$ cat config.mk
export PLATFORM = sky130hd
export DESIGN_NAME = rbm_switch
export DESIGN_NICKNAME = d
export VERILOG_FILES = /design/src/common/rbm_pkg.sv /design/src/logic/rbm_switch.sv
export SDC_FILE = /design/constraint.sdc
export NUM_CORES = 1
export LEC_CHECK = 0
export BUFFER_PORTS_ARGS = -buffer_cell sky130_fd_sc_hd__buf_2
export CAP_MARGIN = 40
export CORE_MARGIN = 2
export CORE_UTILIZATION = 45
export CTS_BUF_LIST = sky130_fd_sc_hd__clkbuf_4 sky130_fd_sc_hd__clkbuf_8 sky130_fd_sc_hd__clkbuf_16
export DETAILED_ROUTE_END_ITERATION = 10
export GPL_ROUTABILITY_DRIVEN = 0
export PLACE_DENSITY = 0.84
export SYNTH_ARGS = -nofsm -noshare
export SYNTH_HDL_FRONTEND = slang
export SYNTH_SLANG_ARGS = --single-unit
$ cat constraint.sdc
create_clock -name hclk -period 5.5 [get_ports hclk]
set_input_delay 0.275 -clock hclk [delete_from_list [all_inputs] [get_ports hclk]]
set_output_delay 0.275 -clock hclk [all_outputs]
set_load 0.02 [all_outputs]
$ cat src/common/rbm_pkg.sv
package rbm_pkg;
    // Backup mode encodings, held in the control register
    localparam logic [1:0] MODE_MANUAL = 2'h0;
    localparam logic [1:0] MODE_AUTO_DEPENDENT_BACKUP = 2'h1;
    localparam logic [1:0] MODE_AUTO_INDEPENDENT_BACKUP = 2'h2;
    localparam logic [1:0] MODE_RESET = MODE_MANUAL;
    // Register byte offsets
    localparam logic [3:0] OFF_CTRL = 4'h0;
    localparam logic [3:0] OFF_STATUS = 4'h4;
    localparam logic [3:0] OFF_IRQ_STAT = 4'h8;
    localparam logic [3:0] OFF_IRQ_MASK = 4'hC;
    // Control register fields
    localparam int CTRL_MODE_LSB = 0;
    localparam int CTRL_GO_ONLINE = 4;
    localparam int CTRL_GO_OFFLINE = 5;
    // Status register fields
    localparam int ST_ONLINE = 0;
    localparam int ST_OWN_UL = 1;
    localparam int ST_OWN_DL = 2;
    localparam int ST_PEER_FAULT = 3;
    localparam int ST_LOCAL_FAULT_UL = 4;
    localparam int ST_LOCAL_FAULT_DL = 5;
    // Interrupt event bits
    localparam int EV_WENT_ONLINE = 0;
    localparam int EV_UL_RELEASED = 1;
    localparam int EV_DL_RELEASED = 2;
    localparam int EV_PEER_FAULT = 3;
    localparam int EV_WIDTH = 4;
    localparam logic [3:0] MASK_RESET = 4'h0;
    // AHB transfer type code for a non-sequential transfer
    localparam logic [1:0] HTRANS_NONSEQ = 2'h2;
endpackage

$ cat src/logic/rbm_switch.sv
`timescale 1ns/1ns
// How it works
// - Backup mode resets to manual
// - Manual: command brings unit online, ignoring peer
// - Auto-dependent: goes online when peer faults
// - Auto-dependent: any local fault drops both paths
// - Auto-independent: goes online when peer faults
// - Auto-independent: paths released separately
// - Auto-independent: drop only faulted path, keep other
module rbm_switch
    import rbm_pkg::*;
(
    input wire logic hclk,
    input wire logic hresetn,
    input wire logic hsel,
    input wire logic [31:0] haddr,
    input wire logic [1:0] htrans,
    input wire logic hwrite,
    input wire logic [2:0] hsize,
    input wire logic [31:0] hwdata,
    input wire logic hready,
    output logic [31:0] hrdata,
    output logic hreadyout,
    output logic hresp,
    input wire logic local_fault_ul,
    input wire logic local_fault_dl,
    input wire logic peer_fault,
    input wire logic peer_own_ul,
    input wire logic peer_own_dl,
    output logic own_uplink_path,
    output logic own_downlink_path,
    output logic fault_to_peer,
    output logic irq
);

    // Two-flop synchronisers for the pins from the peer and the fault detectors
    logic [4:0] sync1;
    logic [4:0] sync2;
    logic s_fault_ul;
    logic s_fault_dl;
    logic s_peer_fault;
    logic s_peer_ul;
    logic s_peer_dl;

    // Software state
    logic [1:0] backup_mode;
    logic online;
    logic [EV_WIDTH-1:0] irq_stat;
    logic [EV_WIDTH-1:0] irq_mask;
    logic [EV_WIDTH-1:0] events;
    logic peer_fault_d;

    // Data-phase capture of the AHB address phase
    logic dp_write;
    logic [3:0] dp_addr;
    logic addr_ok;

    // Command strobes decoded from a control write
    logic cmd_online;
    logic cmd_offline;
    logic [31:0] next_rdata;

    // Synchroniser chain; only stage two is read by logic
    always_ff @(posedge hclk or negedge hresetn) begin
        if (!hresetn) begin
            sync1 <= 5'h00;
            sync2 <= 5'h00;
        end else begin
            sync1 <= {peer_own_dl, peer_own_ul, peer_fault, local_fault_dl, local_fault_ul};
            sync2 <= sync1;
        end
    end

    assign s_fault_ul = sync2[0];
    assign s_fault_dl = sync2[1];
    assign s_peer_fault = sync2[2];
    assign s_peer_ul = sync2[3];
    assign s_peer_dl = sync2[4];

    // Address phase is taken when selected, NONSEQ and bus ready
    assign addr_ok = hsel && hready && (htrans == HTRANS_NONSEQ);

    always_ff @(posedge hclk or negedge hresetn) begin
        if (!hresetn) begin
            dp_write <= 1'b0;
            dp_addr <= 4'h0;
        end else begin
            // Writes above the decoded window are ignored, as reads return zero there
            dp_write <= addr_ok && hwrite && (haddr[31:4] == 28'h0);
            dp_addr <= haddr[3:0];
        end
    end

    // Slave is zero wait state and always answers OKAY
    always_ff @(posedge hclk or negedge hresetn) begin
        if (!hresetn) begin
            hreadyout <= 1'b1;
            hresp <= 1'b0;
        end else begin
            hreadyout <= 1'b1;
            hresp <= 1'b0;
        end
    end

    // Command strobes, one cycle, from the control write data phase
    assign cmd_online = dp_write && (dp_addr == OFF_CTRL) && hwdata[CTRL_GO_ONLINE];
    assign cmd_offline = dp_write && (dp_addr == OFF_CTRL) && hwdata[CTRL_GO_OFFLINE];

    // Backup mode register; reserved code 3 is refused and the mode kept
    always_ff @(posedge hclk or negedge hresetn) begin
        if (!hresetn) begin
            backup_mode <= MODE_RESET;
        end else if (dp_write && dp_addr == OFF_CTRL
                     && hwdata[CTRL_MODE_LSB+:2] != 2'h3) begin
            backup_mode <= hwdata[CTRL_MODE_LSB+:2];
        end
    end

    // Online state machine of the unit
    always_ff @(posedge hclk or negedge hresetn) begin
        if (!hresetn) begin
            online <= 1'b0;
        end else if (cmd_offline) begin
            // Software may always send the unit back offline
            online <= 1'b0;
        end else if (!online) begin
            if (backup_mode == MODE_MANUAL) begin
                // Peer state is not consulted here
                if (cmd_online) online <= 1'b1;
            end else if (backup_mode == MODE_AUTO_DEPENDENT_BACKUP) begin
                if (s_peer_fault) online <= 1'b1;
            end else if (backup_mode == MODE_AUTO_INDEPENDENT_BACKUP) begin
                if (s_peer_fault) online <= 1'b1;
            end
        end
    end

    // Uplink ownership: held while online, dropped per fault policy
    always_ff @(posedge hclk or negedge hresetn) begin
        if (!hresetn) begin
            own_uplink_path <= 1'b0;
        end else if (!online) begin
            own_uplink_path <= 1'b0;
        end else if (backup_mode == MODE_AUTO_DEPENDENT_BACKUP && (s_fault_ul || s_fault_dl)) begin
            own_uplink_path <= 1'b0;
        end else if (backup_mode == MODE_AUTO_INDEPENDENT_BACKUP && s_fault_ul) begin
            own_uplink_path <= 1'b0;
        end else if (!own_uplink_path && !s_peer_ul) begin
            own_uplink_path <= 1'b1;
        end
    end

    // Downlink ownership: same policy on the other path
    always_ff @(posedge hclk or negedge hresetn) begin
        if (!hresetn) begin
            own_downlink_path <= 1'b0;
        end else if (!online) begin
            own_downlink_path <= 1'b0;
        end else if (backup_mode == MODE_AUTO_DEPENDENT_BACKUP && (s_fault_ul || s_fault_dl)) begin
            own_downlink_path <= 1'b0;
        end else if (backup_mode == MODE_AUTO_INDEPENDENT_BACKUP && s_fault_dl) begin
            own_downlink_path <= 1'b0;
        end else if (!own_downlink_path && !s_peer_dl) begin
            own_downlink_path <= 1'b1;
        end
    end

    // Fault report to the peer lets it take over released paths
    always_ff @(posedge hclk or negedge hresetn) begin
        if (!hresetn) begin
            fault_to_peer <= 1'b0;
        end else begin
            fault_to_peer <= s_fault_ul || s_fault_dl;
        end
    end

    // Event sources: rising edges of online and peer fault, path drops
    always_ff @(posedge hclk or negedge hresetn) begin
        if (!hresetn) begin
            peer_fault_d <= 1'b0;
        end else begin
            peer_fault_d <= s_peer_fault;
        end
    end

    // Uplink goes with either fault when paired, with its own fault when independent
    assign events[EV_UL_RELEASED] = own_uplink_path && online
        && ((backup_mode == MODE_AUTO_DEPENDENT_BACKUP && (s_fault_ul || s_fault_dl))
            || (backup_mode == MODE_AUTO_INDEPENDENT_BACKUP && s_fault_ul));
    assign events[EV_DL_RELEASED] = own_downlink_path && online
        && ((backup_mode == MODE_AUTO_DEPENDENT_BACKUP && (s_fault_ul || s_fault_dl))
            || (backup_mode == MODE_AUTO_INDEPENDENT_BACKUP && s_fault_dl));
    assign events[EV_PEER_FAULT] = s_peer_fault && !peer_fault_d;

    // Online event: flop of the previous online state
    logic online_d;
    always_ff @(posedge hclk or negedge hresetn) begin
        if (!hresetn) begin
            online_d <= 1'b0;
        end else begin
            online_d <= online;
        end
    end

    // Went-online event on the rising edge of the online state
    assign events[EV_WENT_ONLINE] = online && !online_d;

    // Sticky status, write one to clear; a new event wins over the clear
    always_ff @(posedge hclk or negedge hresetn) begin
        if (!hresetn) begin
            irq_stat <= '0;
        end else begin
            for (int i = 0; i < EV_WIDTH; i++) begin
                if (events[i]) begin
                    irq_stat[i] <= 1'b1;
                end else if (dp_write && dp_addr == OFF_IRQ_STAT && hwdata[i]) begin
                    irq_stat[i] <= 1'b0;
                end
            end
        end
    end

    // Interrupt mask, one enables the matching status bit
    always_ff @(posedge hclk or negedge hresetn) begin
        if (!hresetn) begin
            irq_mask <= MASK_RESET;
        end else if (dp_write && dp_addr == OFF_IRQ_MASK) begin
            irq_mask <= hwdata[EV_WIDTH-1:0];
        end
    end

    // Level interrupt from a flop
    always_ff @(posedge hclk or negedge hresetn) begin
        if (!hresetn) begin
            irq <= 1'b0;
        end else begin
            irq <= |(irq_stat & irq_mask);
        end
    end

    // Read mux, decoded in the address phase; unmapped reads as zero
    always_comb begin
        next_rdata = 32'h0000_0000;
        case (haddr[3:0])
            OFF_CTRL: next_rdata[CTRL_MODE_LSB+:2] = backup_mode;
            OFF_STATUS: begin
                next_rdata[ST_ONLINE] = online;
                next_rdata[ST_OWN_UL] = own_uplink_path;
                next_rdata[ST_OWN_DL] = own_downlink_path;
                next_rdata[ST_PEER_FAULT] = s_peer_fault;
                next_rdata[ST_LOCAL_FAULT_UL] = s_fault_ul;
                next_rdata[ST_LOCAL_FAULT_DL] = s_fault_dl;
            end
            OFF_IRQ_STAT: next_rdata[EV_WIDTH-1:0] = irq_stat;
            OFF_IRQ_MASK: next_rdata[EV_WIDTH-1:0] = irq_mask;
            default: next_rdata = 32'h0000_0000;
        endcase
        if (haddr[31:4] != 28'h0) begin
            next_rdata = 32'h0000_0000;
        end
    end

    // Read data registered at the end of the address phase
    always_ff @(posedge hclk or negedge hresetn) begin
        if (!hresetn) begin
            hrdata <= 32'h0000_0000;
        end else if (addr_ok && !hwrite) begin
            hrdata <= next_rdata;
        end
    end

    // Mode resets to manual and stays so until written
    chk_mode_reset_manual: assert property (@(posedge hclk)
        $rose(hresetn) |-> backup_mode == MODE_MANUAL)
        else $error("backup mode not manual after reset");

    // Manual online command takes effect next cycle
    chk_manual_cmd_online: assert property (@(posedge hclk) disable iff (!hresetn)
        (backup_mode == MODE_MANUAL && !online && cmd_online && !cmd_offline) |=> online)
        else $error("manual command did not bring unit online");

    // Manual mode never goes online on peer fault alone
    chk_manual_no_auto: assert property (@(posedge hclk) disable iff (!hresetn)
        (backup_mode == MODE_MANUAL && !online && !cmd_online) |=> !online)
        else $error("manual mode went online without command");

    // Auto-dependent online on peer fault
    chk_dep_auto_online: assert property (@(posedge hclk) disable iff (!hresetn)
        (backup_mode == MODE_AUTO_DEPENDENT_BACKUP && !online && s_peer_fault && !cmd_offline) |=> online)
        else $error("auto-dependent did not go online on peer fault");

    // Auto-dependent drops both paths on any fault
    chk_dep_drop_both: assert property (@(posedge hclk) disable iff (!hresetn)
        (backup_mode == MODE_AUTO_DEPENDENT_BACKUP && (s_fault_ul || s_fault_dl))
        |=> !own_uplink_path && !own_downlink_path)
        else $error("auto-dependent kept a path under fault");

    // Auto-independent online on peer fault
    chk_ind_auto_online: assert property (@(posedge hclk) disable iff (!hresetn)
        (backup_mode == MODE_AUTO_INDEPENDENT_BACKUP && !online && s_peer_fault && !cmd_offline) |=> online)
        else $error("auto-independent did not go online on peer fault");

    // Auto-independent keeps downlink when only uplink faults
    chk_ind_keep_other: assert property (@(posedge hclk) disable iff (!hresetn)
        (backup_mode == MODE_AUTO_INDEPENDENT_BACKUP && online && !cmd_offline && s_fault_ul && !s_fault_dl
         && own_downlink_path) |=> !own_uplink_path && own_downlink_path)
        else $error("auto-independent released wrong path");

    // Auto-independent downlink fault releases downlink only
    chk_ind_sep_release: assert property (@(posedge hclk) disable iff (!hresetn)
        (backup_mode == MODE_AUTO_INDEPENDENT_BACKUP && online && !cmd_offline && s_fault_dl && !s_fault_ul
         && own_uplink_path) |=> own_uplink_path && !own_downlink_path)
        else $error("auto-independent did not release paths separately");

    // Path is claimed only while the peer has released it
    chk_claim_after_rel: assert property (@(posedge hclk) disable iff (!hresetn)
        $rose(own_uplink_path) |-> !$past(s_peer_ul))
        else $error("uplink claimed while peer owned it");

    // Downlink likewise claimed only while the peer has released it
    chk_claim_dl_rel: assert property (@(posedge hclk) disable iff (!hresetn)
        $rose(own_downlink_path) |-> !$past(s_peer_dl))
        else $error("downlink claimed while peer owned it");

endmodule

==> out/qor.yml <==
worst_setup_path:
  rr_startpoint: "dp_addr[1]$_DFF_PN0_"
  r2r.worst_path.cells: 4
  start_kind: "flop"
  worstSetupPathType: "flop to flop"
  critPathCaptureType: "flop"
  worstPathArrival_ns: 2.17
  timing.rr.end: "online$_DFF_PN0_"
  worstPathCellList: "or3b_1, or3_1, or4b_4, a22oi_2"
  critical-path-max-stage-delay_ns: 0.55
  cp.required_ns: 5.71
  r2r_slack_ns: 3.54
  cp_slowest_cell: "or4b_4"
  path_max_fanout: 6
logic_synthesis:
  netlist_area_um2: 1750
  synthTopCellsByArea: "dfrtp_1 54%, buf_4 12%, nand2_1 4.1%"
  yosysUniqueCellTypes: 35
  synth_seq_area_share_pct: 54.4
  async_flop_share_pct: 100
  synthTopCellsByCount: "38 x dfrtp_1, 28 x buf_4, 19 x nand2_1, 7 x nor4_1"
  synth_seq_cells: 38
  synthFlopType: "dfrtp_1"
  yosys_warnings: 0
  yosysMostFrequentCell: "dfrtp_1"
  yosys.area.top_type: "dfrtp_1"
  synth_enable_flop_cells: 0
  synth_cells: 156
  avgSynthCellArea_um2: 11.2
  synth_top_area_share_pct: 54.4
power_and_ir_drop:
  comb_power_share_pct: 11.6
  power.internal_uw: 410
  power.leakage_nw: 1.02
  clockPowerShare_pct: 33.7
  powerDensity_nw_per_um2: 264
  p_switching_uw: 133
  swShare_pct: 24.5
  peakVddDrop_v: 0.000176
  p_seq_share_pct: 54.7
clock_network:
  cts_buffer_depth: 2
  cts_setup_buffers: 0
  insertion_delay_ns: 0.28
  cts_root_buf: "clkbuf_8"
  ctsHoldBuffers: 0
  cts.reportedPaths.clkPinSlew_ns: 0.07
  post_cts_resized: 0
  cts_buffers: 5
  clock-sinks: 38
  cts_htree_levels: 2
  cts_tree: "done"
grt:
  grt_first_pass_wirelength_mm: 5.00
  grt_max_degree: 39
  antenna_found_initial: 0
  track_usage_pct: 15.2
  grt_pass1_vias: 1138
  grt.overflow.total: 0
timing:
  final_max_slew_viol_count: 0
  max_slew_margin_pct: 47.1
  setup_tns_ns: 0
  max_freq_mhz: 511
  fin_skew_ns: 0.00501
  period_share_pct: 35.6
  period_needed_ns: 1.96
  hold_viol: 0
  rsz0062_at_grt: "no"
  setup_viol_count_final: 0
  worst_pin_slew_ns: 0.793
  whs_ns: 0.0706
floorplan:
  fp-row-count: 22
  die-area_um2: 4400
  io_pins: 117
  die_h_um: 66.3
  chipWidth_um: 66.3
  initial_core_util_pct: 47.4
  core_area_um2: 3690
routing:
  drc: 0
  drt_wl_total_mm: 3.12
  dr.pass1.iters: 4
  vias: 1216
  drt-initial-drc-count: 98
  wl_per_cell_um: 11.8
  viasPerCell: 4.59
  antenna_left: 0
cells_and_area:
  syn_to_final_growth_pct: 18.0
  seq_area_um2: 951
  nets: 296
  fillers: 352
  multiInputGateArea_um2: 652
  post-route-util_pct: 55.9
  antennaDiodeCount: 0
  drive_above_1_share_pct: 36.9
worst_hold_path:
  min_path_type: "primary input to asynchronous set/reset pin"
status:
  status: "complete, no violations"
job:
  max_cap_violations: 0
place:
  place_hpwl_mm: 2.49
  port_buffers: 59
## state kept, by name, indices dropped and copies added, names as in the netlist
name / count
irq_mask: 4
irq_stat: 4
irq: 1
hrdata: 6
own_downlink_path: 1
peer_fault_d: 1
sync1: 5
sync2: 5
dp_addr: 4
online_d: 1
backup_mode: 2
dp_write: 1
own_uplink_path: 1
fault_to_peer: 1
online: 1
## kinds of logic (layout without fill, tap and decap cells)
family | after synthesis | after routing | share of synthesized area, %
DFF | 38 | 38 | 54.4
AOI/OAI and AO/OA | 21 | 21 | 9.10
and+or+nand+nor | 50 | 50 | 15.3
xor gates and xnor gates | 1 | 1 | 0.502
muxes | 8 | 8 | 6.45
buffers and inverters | 36 | 71 | 13.8
other | 2 | 28 | 0.430
## worst max-delay path: cells and delay by family, from the launching register on
family | cells | cell delay, ns
DFF | 1 | 0.36
AOI/OAI and AO/OA | 1 | 0.13
and+or+nand+nor | 3 | 1.40
## placed cells by master, fill, tap and decap left out
master,netlist,layout
buf_2,1,59
dfrtp_1,38,38
conb_1,2,28
nand2_1,19,19
nor4_1,7,7
mux2_2,6,6
nor2_1,6,6
o21ai_0,6,6
inv_1,5,5
clkbuf_8,0,5
a22oi_1,4,4
a22o_1,3,3
or2_2,2,2
and3_1,2,2
o22a_2,2,2
nor2b_1,2,2
a32o_1,2,2
o31ai_1,2,2
mux4_2,2,2
clkbuf_4,0,2
and4_1,1,1
or4_1,1,1
nand4b_1,1,1
nor3_1,1,1
or3b_1,1,1
or3_1,1,1
or4b_4,1,1
xor2_1,1,1
a21oi_1,1,1
a22oi_2,1,1
or2_1,1,1
nand4_1,1,1
nor3b_1,1,1
nand3b_1,1,1
nand3_1,1,1
## metrics by stage
| stage | std cells | power [mW] | area, µm² | worst slack [ns] |
|---|---|---|---|---|
| floorplan | 182 | 0.349 | 1840 | 3.64 |
| global placement | 258 | 0.364 | 1980 | 3.57 |
| detailed placement | 258 | 0.365 | 1980 | 3.55 |
| CTS | 265 | 0.547 | 2060 | 3.53 |
| global route | 265 | 0.570 | 2060 | 3.45 |
| finish | 265 | 0.543 | 2060 | 3.54 |
## metal layers
metal / vias up / global-route usage, % / share of wire (%)
li1: 612 / - / -
met1: 560 / 19.9 / 44
met2: 37 / 23.9 / 49
met3: 7 / 4.26 / 4.8
met4: 0 / 5.61 / 2.1
met5: - / 0 / 0
## worst max path at each step
stage	from	end	depth (start not counted)
4_1_cts	dp_addr[1]$_DFF_PN0_	online$_DFF_PN0_	4
6_report	dp_addr[1]$_DFF_PN0_	online$_DFF_PN0_	4
2_1_floorplan	dp_addr[1]$_DFF_PN0_	online$_DFF_PN0_	5
5_1_grt	dp_addr[1]$_DFF_PN0_	online$_DFF_PN0_	4
3_5_place_dp	dp_addr[1]$_DFF_PN0_	online$_DFF_PN0_	4
3_3_place_gp	dp_addr[1]$_DFF_PN0_	online$_DFF_PN0_	4
## final cells by class
type,instances,area share [%]
timing repair buffer,59,14.3
tap,48,2.91
inverter,5,0.911
sequential,38,46.1
clock buffer,7,4.07
multi-input combinational,108,31.6
## power groups by stage
stage	Sequential, mW	Combinational [mW]	Clock (mW)
2_1_floorplan	0.303	0.0458	0
3_3_place_gp	0.302	0.0620	0
3_5_place_dp	0.302	0.0632	0
4_1_cts	0.297	0.0632	0.186
5_1_grt	0.298	0.0695	0.202
6_report	0.297	0.0630	0.183
Power figures use the tool's default switching activity.
